## src/rx_passthrough_pkg.sv

```systemverilog
// Shared constants and types for the receive pass-through port
package rx_passthrough_pkg;

    // ****************************************
    // Beat and field widths, and buffer depth
    // ****************************************
    localparam int DATA_W = 64;
    localparam int EMPTY_W = 3;
    localparam int SIZE_W = 8;
    localparam int ID_W = 16;
    localparam int FIFO_DEPTH = 8;

    // ****************************************
    // First-word header field positions
    // ****************************************
    localparam int TT_LSB = 52;
    localparam int FTYPE_LSB = 48;
    localparam int DEST8_LSB = 40;
    localparam int DEST16_LSB = 32;
    localparam int TTYPE8_LSB = 28;
    localparam int WRSIZE8_LSB = 24;
    localparam int ADDR_HI8_LSB = 0;

    // ****************************************
    // Second-word field positions
    // ****************************************
    localparam int ADDR_LO8_LSB = 51;
    localparam int WDPTR8_BIT = 50;
    localparam int PAYLOAD8_MSB = 47;

    // ****************************************
    // Field codes
    // ****************************************
    localparam logic [1:0] TT_ID8 = 2'h0;
    localparam logic [1:0] TT_ID16 = 2'h1;
    localparam logic [3:0] FTYPE_WRITE = 4'h5;
    localparam logic [3:0] FTYPE_MAINT = 4'h8;
    localparam logic [3:0] FTYPE_RESPONSE = 4'hd;
    localparam logic [3:0] TTYPE_NWRITE = 4'h4;

    // ****************************************
    // Intermediate CRC threshold in bytes
    // ****************************************
    localparam int CRC_KEEP_BYTES = 80;

    // ****************************************
    // Reset values
    // ****************************************
    localparam logic [1:0] ROUTE_RESET = 2'h0;

    typedef struct packed {
        logic [DATA_W-1:0] data;
        logic sop;
        logic eop;
        logic [EMPTY_W-1:0] empty;
        logic [SIZE_W-1:0] size;
    } beat_type;

    typedef struct packed {
        logic [1:0] tt;
        logic [3:0] ftype;
        logic [ID_W-1:0] dest_id;
        logic [3:0] ttype;
        logic [3:0] wrsize;
    } header_type;

endpackage

```

## src/rx_beat_fifo.sv

```systemverilog
// Small flip-flop FIFO with valid and ready on both sides
`timescale 1ns/100ps
module rx_beat_fifo #(
    parameter int WIDTH = 8,
    parameter int DEPTH = 8
) (
    // Clock and reset
    input wire logic clk_sys_in,
    input wire logic reset_n_in,
    // Fill side
    input wire logic in_valid_in,
    output logic in_ready_out,
    input wire logic [WIDTH-1:0] in_data_in,
    // Drain side
    output logic out_valid_out,
    input wire logic out_ready_in,
    output logic [WIDTH-1:0] out_data_out
);

    localparam int PTR_W = $clog2(DEPTH);

    // ****************************************
    // Storage and pointers
    // ****************************************
    logic [WIDTH-1:0] mem_q [DEPTH];
    logic [PTR_W-1:0] wr_ptr_q;
    logic [PTR_W-1:0] rd_ptr_q;
    logic [PTR_W:0] count_q;

    wire push = in_valid_in && in_ready_out;
    wire pop = out_valid_out && out_ready_in;

    assign in_ready_out = (count_q != (PTR_W+1)'(DEPTH));
    assign out_valid_out = (count_q != '0);
    assign out_data_out = mem_q[rd_ptr_q];

    function automatic logic [PTR_W-1:0] next_ptr(input logic [PTR_W-1:0] p);
        next_ptr = (p == PTR_W'(DEPTH - 1)) ? '0 : p + 1'b1;
    endfunction

    always_ff @(posedge clk_sys_in) begin
        if (push) begin
            mem_q[wr_ptr_q] <= in_data_in;
        end
    end

    always_ff @(posedge clk_sys_in or negedge reset_n_in) begin
        if (!reset_n_in) begin
            wr_ptr_q <= '0;
            rd_ptr_q <= '0;
            count_q <= '0;
        end else begin
            if (push) begin
                wr_ptr_q <= next_ptr(wr_ptr_q);
            end
            if (pop) begin
                rd_ptr_q <= next_ptr(rd_ptr_q);
            end
            count_q <= count_q + (PTR_W+1)'(push) - (PTR_W+1)'(pop);
        end
    end

endmodule

```

## src/rx_packet_passthrough_port.sv

```systemverilog
// Receive pass-through port: routes unconsumed packets to user logic
//
// Functional notes
// - With destination checking on, packets with a foreign destination or unsupported ftype go to the user port.
// - With destination checking off, only request packets with an unsupported ftype go to the user port.
// - In maintenance-only mode every non-maintenance request packet goes to the user port; responses go there only with destination checking on.
// - The first beat of a diverted packet shows valid and start-of-packet together.
// - The size output is valid on the start beat and gives the number of beats in the packet.
// - Word one carries tt in [53:52]; tt 0 means 8-bit IDs with destination in [47:40].
// - Word one carries ftype in [51:48]; value 5 marks a write-class packet.
// - With 8-bit IDs, ttype sits in [31:28] of word one; value 4 is an NWRITE.
// - Write size sits in [27:24] of word one and the word pointer in bit 50 of word two.
// - The 29-bit address is split into [15:0] of word one and [63:51] of word two.
// - The end beat shows the count of unused trailing bytes on the empty output.
// - Short packets keep their embedded CRC field in the forwarded stream.
// - With 16-bit IDs the ID fields widen and later fields shift right into later beats.
`timescale 1ns/100ps
module rx_packet_passthrough_port (
    // Clock and reset
    input wire logic clk_sys_in,
    input wire logic reset_n_in,
    // Configuration
    input wire logic dest_check_en_in,
    input wire logic [rx_passthrough_pkg::ID_W-1:0] base_id_in,
    input wire logic maint_only_in,
    input wire logic [15:0] ftype_supported_in,
    // Packets from the transport layer
    input wire logic tl_valid_in,
    output logic tl_ready_out,
    input wire logic [rx_passthrough_pkg::DATA_W-1:0] tl_data_in,
    input wire logic tl_sop_in,
    input wire logic tl_eop_in,
    input wire logic [rx_passthrough_pkg::EMPTY_W-1:0] tl_empty_in,
    input wire logic [rx_passthrough_pkg::SIZE_W-1:0] tl_size_in,
    // Consumed packets to the core's own functions
    output logic core_valid_out,
    input wire logic core_ready_in,
    output rx_passthrough_pkg::beat_type core_beat_out,
    // Pass-through port to user logic
    output logic rx_valid_out,
    input wire logic rx_ready_in,
    output logic [rx_passthrough_pkg::DATA_W-1:0] rx_data_out,
    output logic rx_sop_out,
    output logic rx_eop_out,
    output logic [rx_passthrough_pkg::EMPTY_W-1:0] rx_empty_out,
    output logic [rx_passthrough_pkg::SIZE_W-1:0] rx_size_out,
    output rx_passthrough_pkg::header_type rx_header_out,
    output logic rx_nwrite_out
);

    // ****************************************
    // Header decode
    // ****************************************
    function automatic rx_passthrough_pkg::header_type decode_header(
        input logic [rx_passthrough_pkg::DATA_W-1:0] w
    );
        rx_passthrough_pkg::header_type h;
        h = '0;
        h.tt = w[rx_passthrough_pkg::TT_LSB +: 2];
        h.ftype = w[rx_passthrough_pkg::FTYPE_LSB +: 4];
        if (h.tt == rx_passthrough_pkg::TT_ID16) begin
            h.dest_id = w[rx_passthrough_pkg::DEST16_LSB +: 16];
            h.ttype = 4'h0;
            h.wrsize = 4'h0;
        end else begin
            h.dest_id = {8'h00, w[rx_passthrough_pkg::DEST8_LSB +: 8]};
            h.ttype = w[rx_passthrough_pkg::TTYPE8_LSB +: 4];
            h.wrsize = w[rx_passthrough_pkg::WRSIZE8_LSB +: 4];
        end
        decode_header = h;
    endfunction

    function automatic logic ftype_ok(
        input logic [3:0] ftype,
        input logic maint_only,
        input logic [15:0] mask
    );
        ftype_ok = maint_only ? (ftype == rx_passthrough_pkg::FTYPE_MAINT) : mask[ftype];
    endfunction

    // ****************************************
    // Routing decision on the start beat
    // ****************************************
    rx_passthrough_pkg::header_type tl_hdr;
    wire tl_supported;
    wire tl_foreign;
    wire dest_diff8;
    wire dest_diff16;
    wire tl_request;
    wire divert_now;

    assign tl_hdr = decode_header(tl_data_in);
    assign tl_supported = ftype_ok(tl_hdr.ftype, maint_only_in, ftype_supported_in);
    assign dest_diff8 = (tl_hdr.dest_id[7:0] != base_id_in[7:0]);
    assign dest_diff16 = (tl_hdr.dest_id != base_id_in);
    assign tl_foreign = (tl_hdr.tt == rx_passthrough_pkg::TT_ID16) ?
        dest_diff16 : dest_diff8;
    assign tl_request = (tl_hdr.ftype != rx_passthrough_pkg::FTYPE_RESPONSE);
    assign divert_now = dest_check_en_in ? (tl_foreign || !tl_supported) :
        (tl_request && !tl_supported);

    // ****************************************
    // Route state held from start beat to end beat
    // ****************************************
    typedef enum logic [1:0] {
        ROUTE_IDLE,
        ROUTE_CORE,
        ROUTE_USER
    } route_type;

    route_type route_q;
    route_type route_d;
    route_type route_pick;
    wire divert_sel = tl_sop_in ? divert_now : (route_q == ROUTE_USER);
    assign route_pick = divert_sel ? ROUTE_USER : ROUTE_CORE;

    // ****************************************
    // Beat formation and handshakes
    // ****************************************
    rx_passthrough_pkg::beat_type tl_beat;
    rx_passthrough_pkg::beat_type fifo_out;
    wire fifo_in_ready;
    wire fifo_out_valid;
    wire core_slot_ready = !core_valid_out || core_ready_in;
    wire tl_accept = tl_valid_in && tl_ready_out;
    wire fifo_push = tl_valid_in && divert_sel;

    // Stream forwarded untouched, so layout, payload order and short-packet CRC stay in place
    assign tl_beat.data = tl_data_in;
    assign tl_beat.sop = tl_sop_in;
    assign tl_beat.eop = tl_eop_in;
    assign tl_beat.empty = tl_empty_in;
    assign tl_beat.size = tl_size_in;

    // ****************************************
    // Transport ready
    // ****************************************
    assign tl_ready_out = divert_sel ? fifo_in_ready : core_slot_ready;

    // ****************************************
    // Route state update
    // ****************************************
    always_comb begin
        route_d = route_q;
        unique case (route_q)
            ROUTE_IDLE: begin
                if (tl_accept && !tl_eop_in) begin
                    route_d = route_pick;
                end
            end
            ROUTE_CORE, ROUTE_USER: begin
                if (tl_accept && tl_eop_in) begin
                    route_d = ROUTE_IDLE;
                end else if (tl_accept && tl_sop_in) begin
                    route_d = route_pick;
                end
            end
            default: begin
                route_d = ROUTE_IDLE;
            end
        endcase
    end

    always_ff @(posedge clk_sys_in or negedge reset_n_in) begin
        if (!reset_n_in) begin
            route_q <= route_type'(rx_passthrough_pkg::ROUTE_RESET);
        end else begin
            route_q <= route_d;
        end
    end

    // ****************************************
    // Core path register
    // ****************************************
    always_ff @(posedge clk_sys_in or negedge reset_n_in) begin
        if (!reset_n_in) begin
            core_valid_out <= 1'b0;
            core_beat_out <= '0;
        end else if (core_slot_ready) begin
            core_valid_out <= tl_valid_in && !divert_sel;
            core_beat_out <= tl_beat;
        end
    end

    // ****************************************
    // Pass-through buffer
    // ****************************************
    rx_beat_fifo #(
        .WIDTH($bits(rx_passthrough_pkg::beat_type)),
        .DEPTH(rx_passthrough_pkg::FIFO_DEPTH)
    ) u_fifo (
        .clk_sys_in(clk_sys_in),
        .reset_n_in(reset_n_in),
        .in_valid_in(fifo_push),
        .in_ready_out(fifo_in_ready),
        .in_data_in(tl_beat),
        .out_valid_out(fifo_out_valid),
        .out_ready_in(rx_ready_in),
        .out_data_out(fifo_out)
    );

    // ****************************************
    // User port outputs
    // ****************************************
    // Head entry is held until popped on valid and ready
    assign rx_valid_out = fifo_out_valid;
    assign rx_data_out = fifo_out.data;
    assign rx_sop_out = fifo_out.sop;
    assign rx_eop_out = fifo_out.eop;
    assign rx_empty_out = fifo_out.eop ? fifo_out.empty : '0;
    assign rx_size_out = fifo_out.sop ? fifo_out.size : '0;

    // ****************************************
    // Start-beat header decode
    // ****************************************
    wire hdr_id8;
    wire hdr_write;
    wire hdr_nwrite;

    assign rx_header_out = fifo_out.sop ? decode_header(fifo_out.data) : '0;
    assign hdr_id8 = (rx_header_out.tt == rx_passthrough_pkg::TT_ID8);
    assign hdr_write = (rx_header_out.ftype == rx_passthrough_pkg::FTYPE_WRITE);
    assign hdr_nwrite = (rx_header_out.ttype == rx_passthrough_pkg::TTYPE_NWRITE);
    assign rx_nwrite_out = fifo_out.sop && hdr_id8 && hdr_write && hdr_nwrite;

endmodule

```

## config.mk

```make
export PLATFORM = sky130hd
export DESIGN_NAME = rx_packet_passthrough_port
export DESIGN_NICKNAME = d
export VERILOG_FILES = /design/src/rx_passthrough_pkg.sv /design/src/rx_beat_fifo.sv /design/src/rx_packet_passthrough_port.sv
export SDC_FILE = /design/constraint.sdc
export NUM_CORES = 1
export LEC_CHECK = 0
export BUFFER_PORTS_ARGS = -buffer_cell sky130_fd_sc_hd__buf_2
export CAP_MARGIN = 30
export CORE_ASPECT_RATIO = 1.2
export CORE_MARGIN = 2
export CORE_UTILIZATION = 40
export DETAILED_ROUTE_END_ITERATION = 12
export HOLD_SLACK_MARGIN = 0.1
export PLACE_DENSITY = 0.63
export SLEW_MARGIN = 15
export SYNTH_ARGS = -nofsm -noshare
export SYNTH_HDL_FRONTEND = slang
export SYNTH_SLANG_ARGS = --single-unit
```

## constraint.sdc

```tcl
create_clock -name clk_sys_in -period 12.9 [get_ports clk_sys_in]
set_input_delay 3.225 -clock clk_sys_in [delete_from_list [all_inputs] [get_ports clk_sys_in]]
set_output_delay 3.225 -clock clk_sys_in [all_outputs]
set_load 0.1 [all_outputs]
```

==> impl_metrics.json <==
{
  "status": "finished clean",
  "cp_common_cell": "buf_2",
  "grt_pass1_wl_um": 93500,
  "hpwlAfterDp_um": 35800,
  "drt-pass1-iter-count": 5,
  "max-slew-margin-rel_pct": 34.9,
  "drv_slew": 0,
  "tightestPinTransition_ps": 976,
  "fmax_ghz": 0.108,
  "reg2reg_from": "route_q[0]",
  "slowest_stage": "nand2b_1",
  "crit_chain": "buf_2 > nand2b_1 > mux2i_1 > a211o_1 > a211oi_2 > o22ai_1 > o311ai_1 > o21a_1 > buf_2",
  "area_growth_pct": 18.3,
  "setup_viol": 0,
  "synth_common_cells": "edfxtp_1 (616), mux4_2 (156), mux2_2 (139)",
  "regToRegSetupSlack_ps": 9400,
  "final.setup_skew_ps": 18.3,
  "final_antenna_net_count": 0,
  "wire_per_inst_um": 23.7,
  "post-route-min-period_ps": 9300,
  "clk_latency_ps": 610,
  "hold_class": "flop to flop",
  "avgSynthCellArea_um2": 21.5,
  "r2r_end": "u_fifo.mem_q[7][15]",
  "first_global_vias": 14900,
  "core_um2": 68400,
  "ys_ff_latch": 706,
  "fillers": 5662,
  "portBuffers": 303,
  "synth_area_um2": 27700,
  "fin_nets": 1762,
  "cts_tree": "done",
  "path_class": "input pin to output pin",
  "path_clk_slew_ps": 60,
  "pin_count": 304,
  "ys_seq_area_share_pct": 75.0,
  "finalCritPeriodShare_pct": 72.1,
  "grt_max_degree": 102,
  "crit_fanout": 11,
  "initial_core_util_pct": 40.4,
  "slowest_delay_ps": 480,
  "drcViolationCount": 0,
  "fin_cells": 2600,
  "synthArstFlopShare_pct": 12.7,
  "synth_edf_count": 616,
  "rows": 105,
  "viasPerCell": 5.34,
  "rsz0062_at_grt": "no",
  "critPathRequiredTime_ps": 9680,
  "yosysTopAreaCell": "edfxtp_1",
  "synth_area_leaders": "edfxtp_1 (67%), mux4_2 (13%), dfrtp_1 (8.1%), mux2_2 (5.7%), mux2i_1 (1.2%)",
  "clk_path_buf_depth": 3,
  "ff2ff_path_depth": 9,
  "synthCells": 1288,
  "grt_overflow": 0,
  "synth_flop_cell": "edfxtp_1",
  "synth_top_area_share_pct": 66.9,
  "hp-start": "core_beat_out[30]",
  "syn_nets": 1418,
  "vias": 13900,
  "cts_root_buffer": "clkbuf_16",
  "cts_made_buffers": 72,
  "hold_buffers": 0,
  "arrival_ps": 6070,
  "end_kind": "output pin",
  "start_kind": "input pin",
  "antenna_found_initial": 2,
  "die_w_um": 244,
  "postCtsSetupRepairBufs": 0,
  "place_inst": 2467,
  "cts_sinks": 706,
  "min_path_cells": 1,
  "drive_above_1_share_pct": 43.8,
  "n_antenna_cell": 0,
  "drtIter0Drc": 814,
  "track_usage_pct": 17.6,
  "min_to": "core_beat_out[30]",
  "wl_um": 61700,
  "yosysWarnings": 0,
  "fp.dieH_um": 292,
  "synth_cell_types": 52,
  "maxCapViolCount": 0,
  "place_congestion": 0.793,
  "dieArea_um2": 71300,
  "tns_ps": 0,
  "hold_viol_final": 0,
  "cts-htree-levels": 3,
  "cts_resized": 0,
  "yosysMostFrequentCell": "edfxtp_1"
}
logic make-up after synthesis:
family	synth area share, %
AO/OA/AOI/OAI	0.841
multiplexers	19.7
AND/OR/NAND/NOR	1.97
buffers and inverters	1.28
flip-flops	75.0
XOR/XNOR	0.507
adder cells (fa/ha/maj)	0.660
cells in the final DEF, fill, tap and decap left out, drive strengths merged, types with 3 or more instances in the layout:
cell type | synthesis | final
nor4bb | 5 | 5
o32ai | 4 | 4
dfrtp | 90 | 90
nand2 | 9 | 9
nor2b | 9 | 9
ha | 13 | 13
a31oi | 3 | 3
a21oi | 4 | 4
nand3 | 4 | 4
buf | 24 | 330
edfxtp | 616 | 616
bufinv | 0 | 5
clkbuf | 36 | 101
nor2 | 40 | 40
inv | 27 | 28
nor3b | 3 | 3
o21ai | 3 | 3
mux2 | 143 | 143
mux2i | 32 | 32
and3 | 10 | 10
nor3 | 8 | 8
nand2b | 3 | 3
mux4 | 156 | 156
xnor2 | 9 | 9
xor2 | 7 | 7
clkinv | 0 | 25
critical path: cells and delay by family:
family	cells	cell delay, ps
simple gates	1	480
mux	1	170
compound gates	5	1550
buf+inv	2	630
flip-flops by register name (all words and copies together) (netlist names):
| register | cells |
|---|---|
| core_beat_out | 77 |
| u_fifo.mem_q | 616 |
| u_fifo.rd_ptr_q | 3 |
| u_fifo.wr_ptr_q | 3 |
| u_fifo.count_q | 4 |
| core_valid_out | 1 |
| route_q | 2 |
routing by layer:
layer  part of all wire (%)  global-route usage (%)  vias to the layer above
li1                       -                       -                     5977
met1                     41                    22.5                     7405
met2                     52                    30.7                      389
met3                    5.0                    3.01                       98
met4                    2.0                    4.89                        2
met5                  0.026                       0                        -
through the flow:
stage	hold slack (ps)	util [%]	cell area (um2)	setup slack, ps
floorplan	511	-	27700	51.6
global placement	484	44.4	30400	3570
detailed placement	490	44.5	30400	3510
CTS	504	47.8	32700	3510
global route	513	47.8	32700	3430
finish	498	47.8	32700	3600
final cells by class:
cell class	instances	area, um2	area share (%)
Inverter	27	101	0.310
Clock inverter	32	333	1.02
Multi-Input combinational cell	495	6650	20.3
Tap cell	909	1140	3.48
Clock buffer	101	1960	6.00
Timing Repair Buffer	330	1770	5.42
Sequential cell	706	20800	63.5
worst max path at each step:
stage                   start                 end  slack (ps)  cells past startpoint
4_1_cts        tl_data_in[53]        tl_ready_out        3510                      9
3_5_place_dp   tl_data_in[53]        tl_ready_out        3510                      9
6_report       tl_data_in[53]        tl_ready_out        3600                      9
5_1_grt        tl_data_in[53]        tl_ready_out        3430                      9
2_1_floorplan  tl_data_in[49]  u_fifo.mem_q[2][0]          50                     10
3_3_place_gp   tl_data_in[53]        tl_ready_out        3570                      9
Power is left out: the tool's default activity adds up to more than one toggle a clock period on the data nets, which glitch-free logic cannot reach.
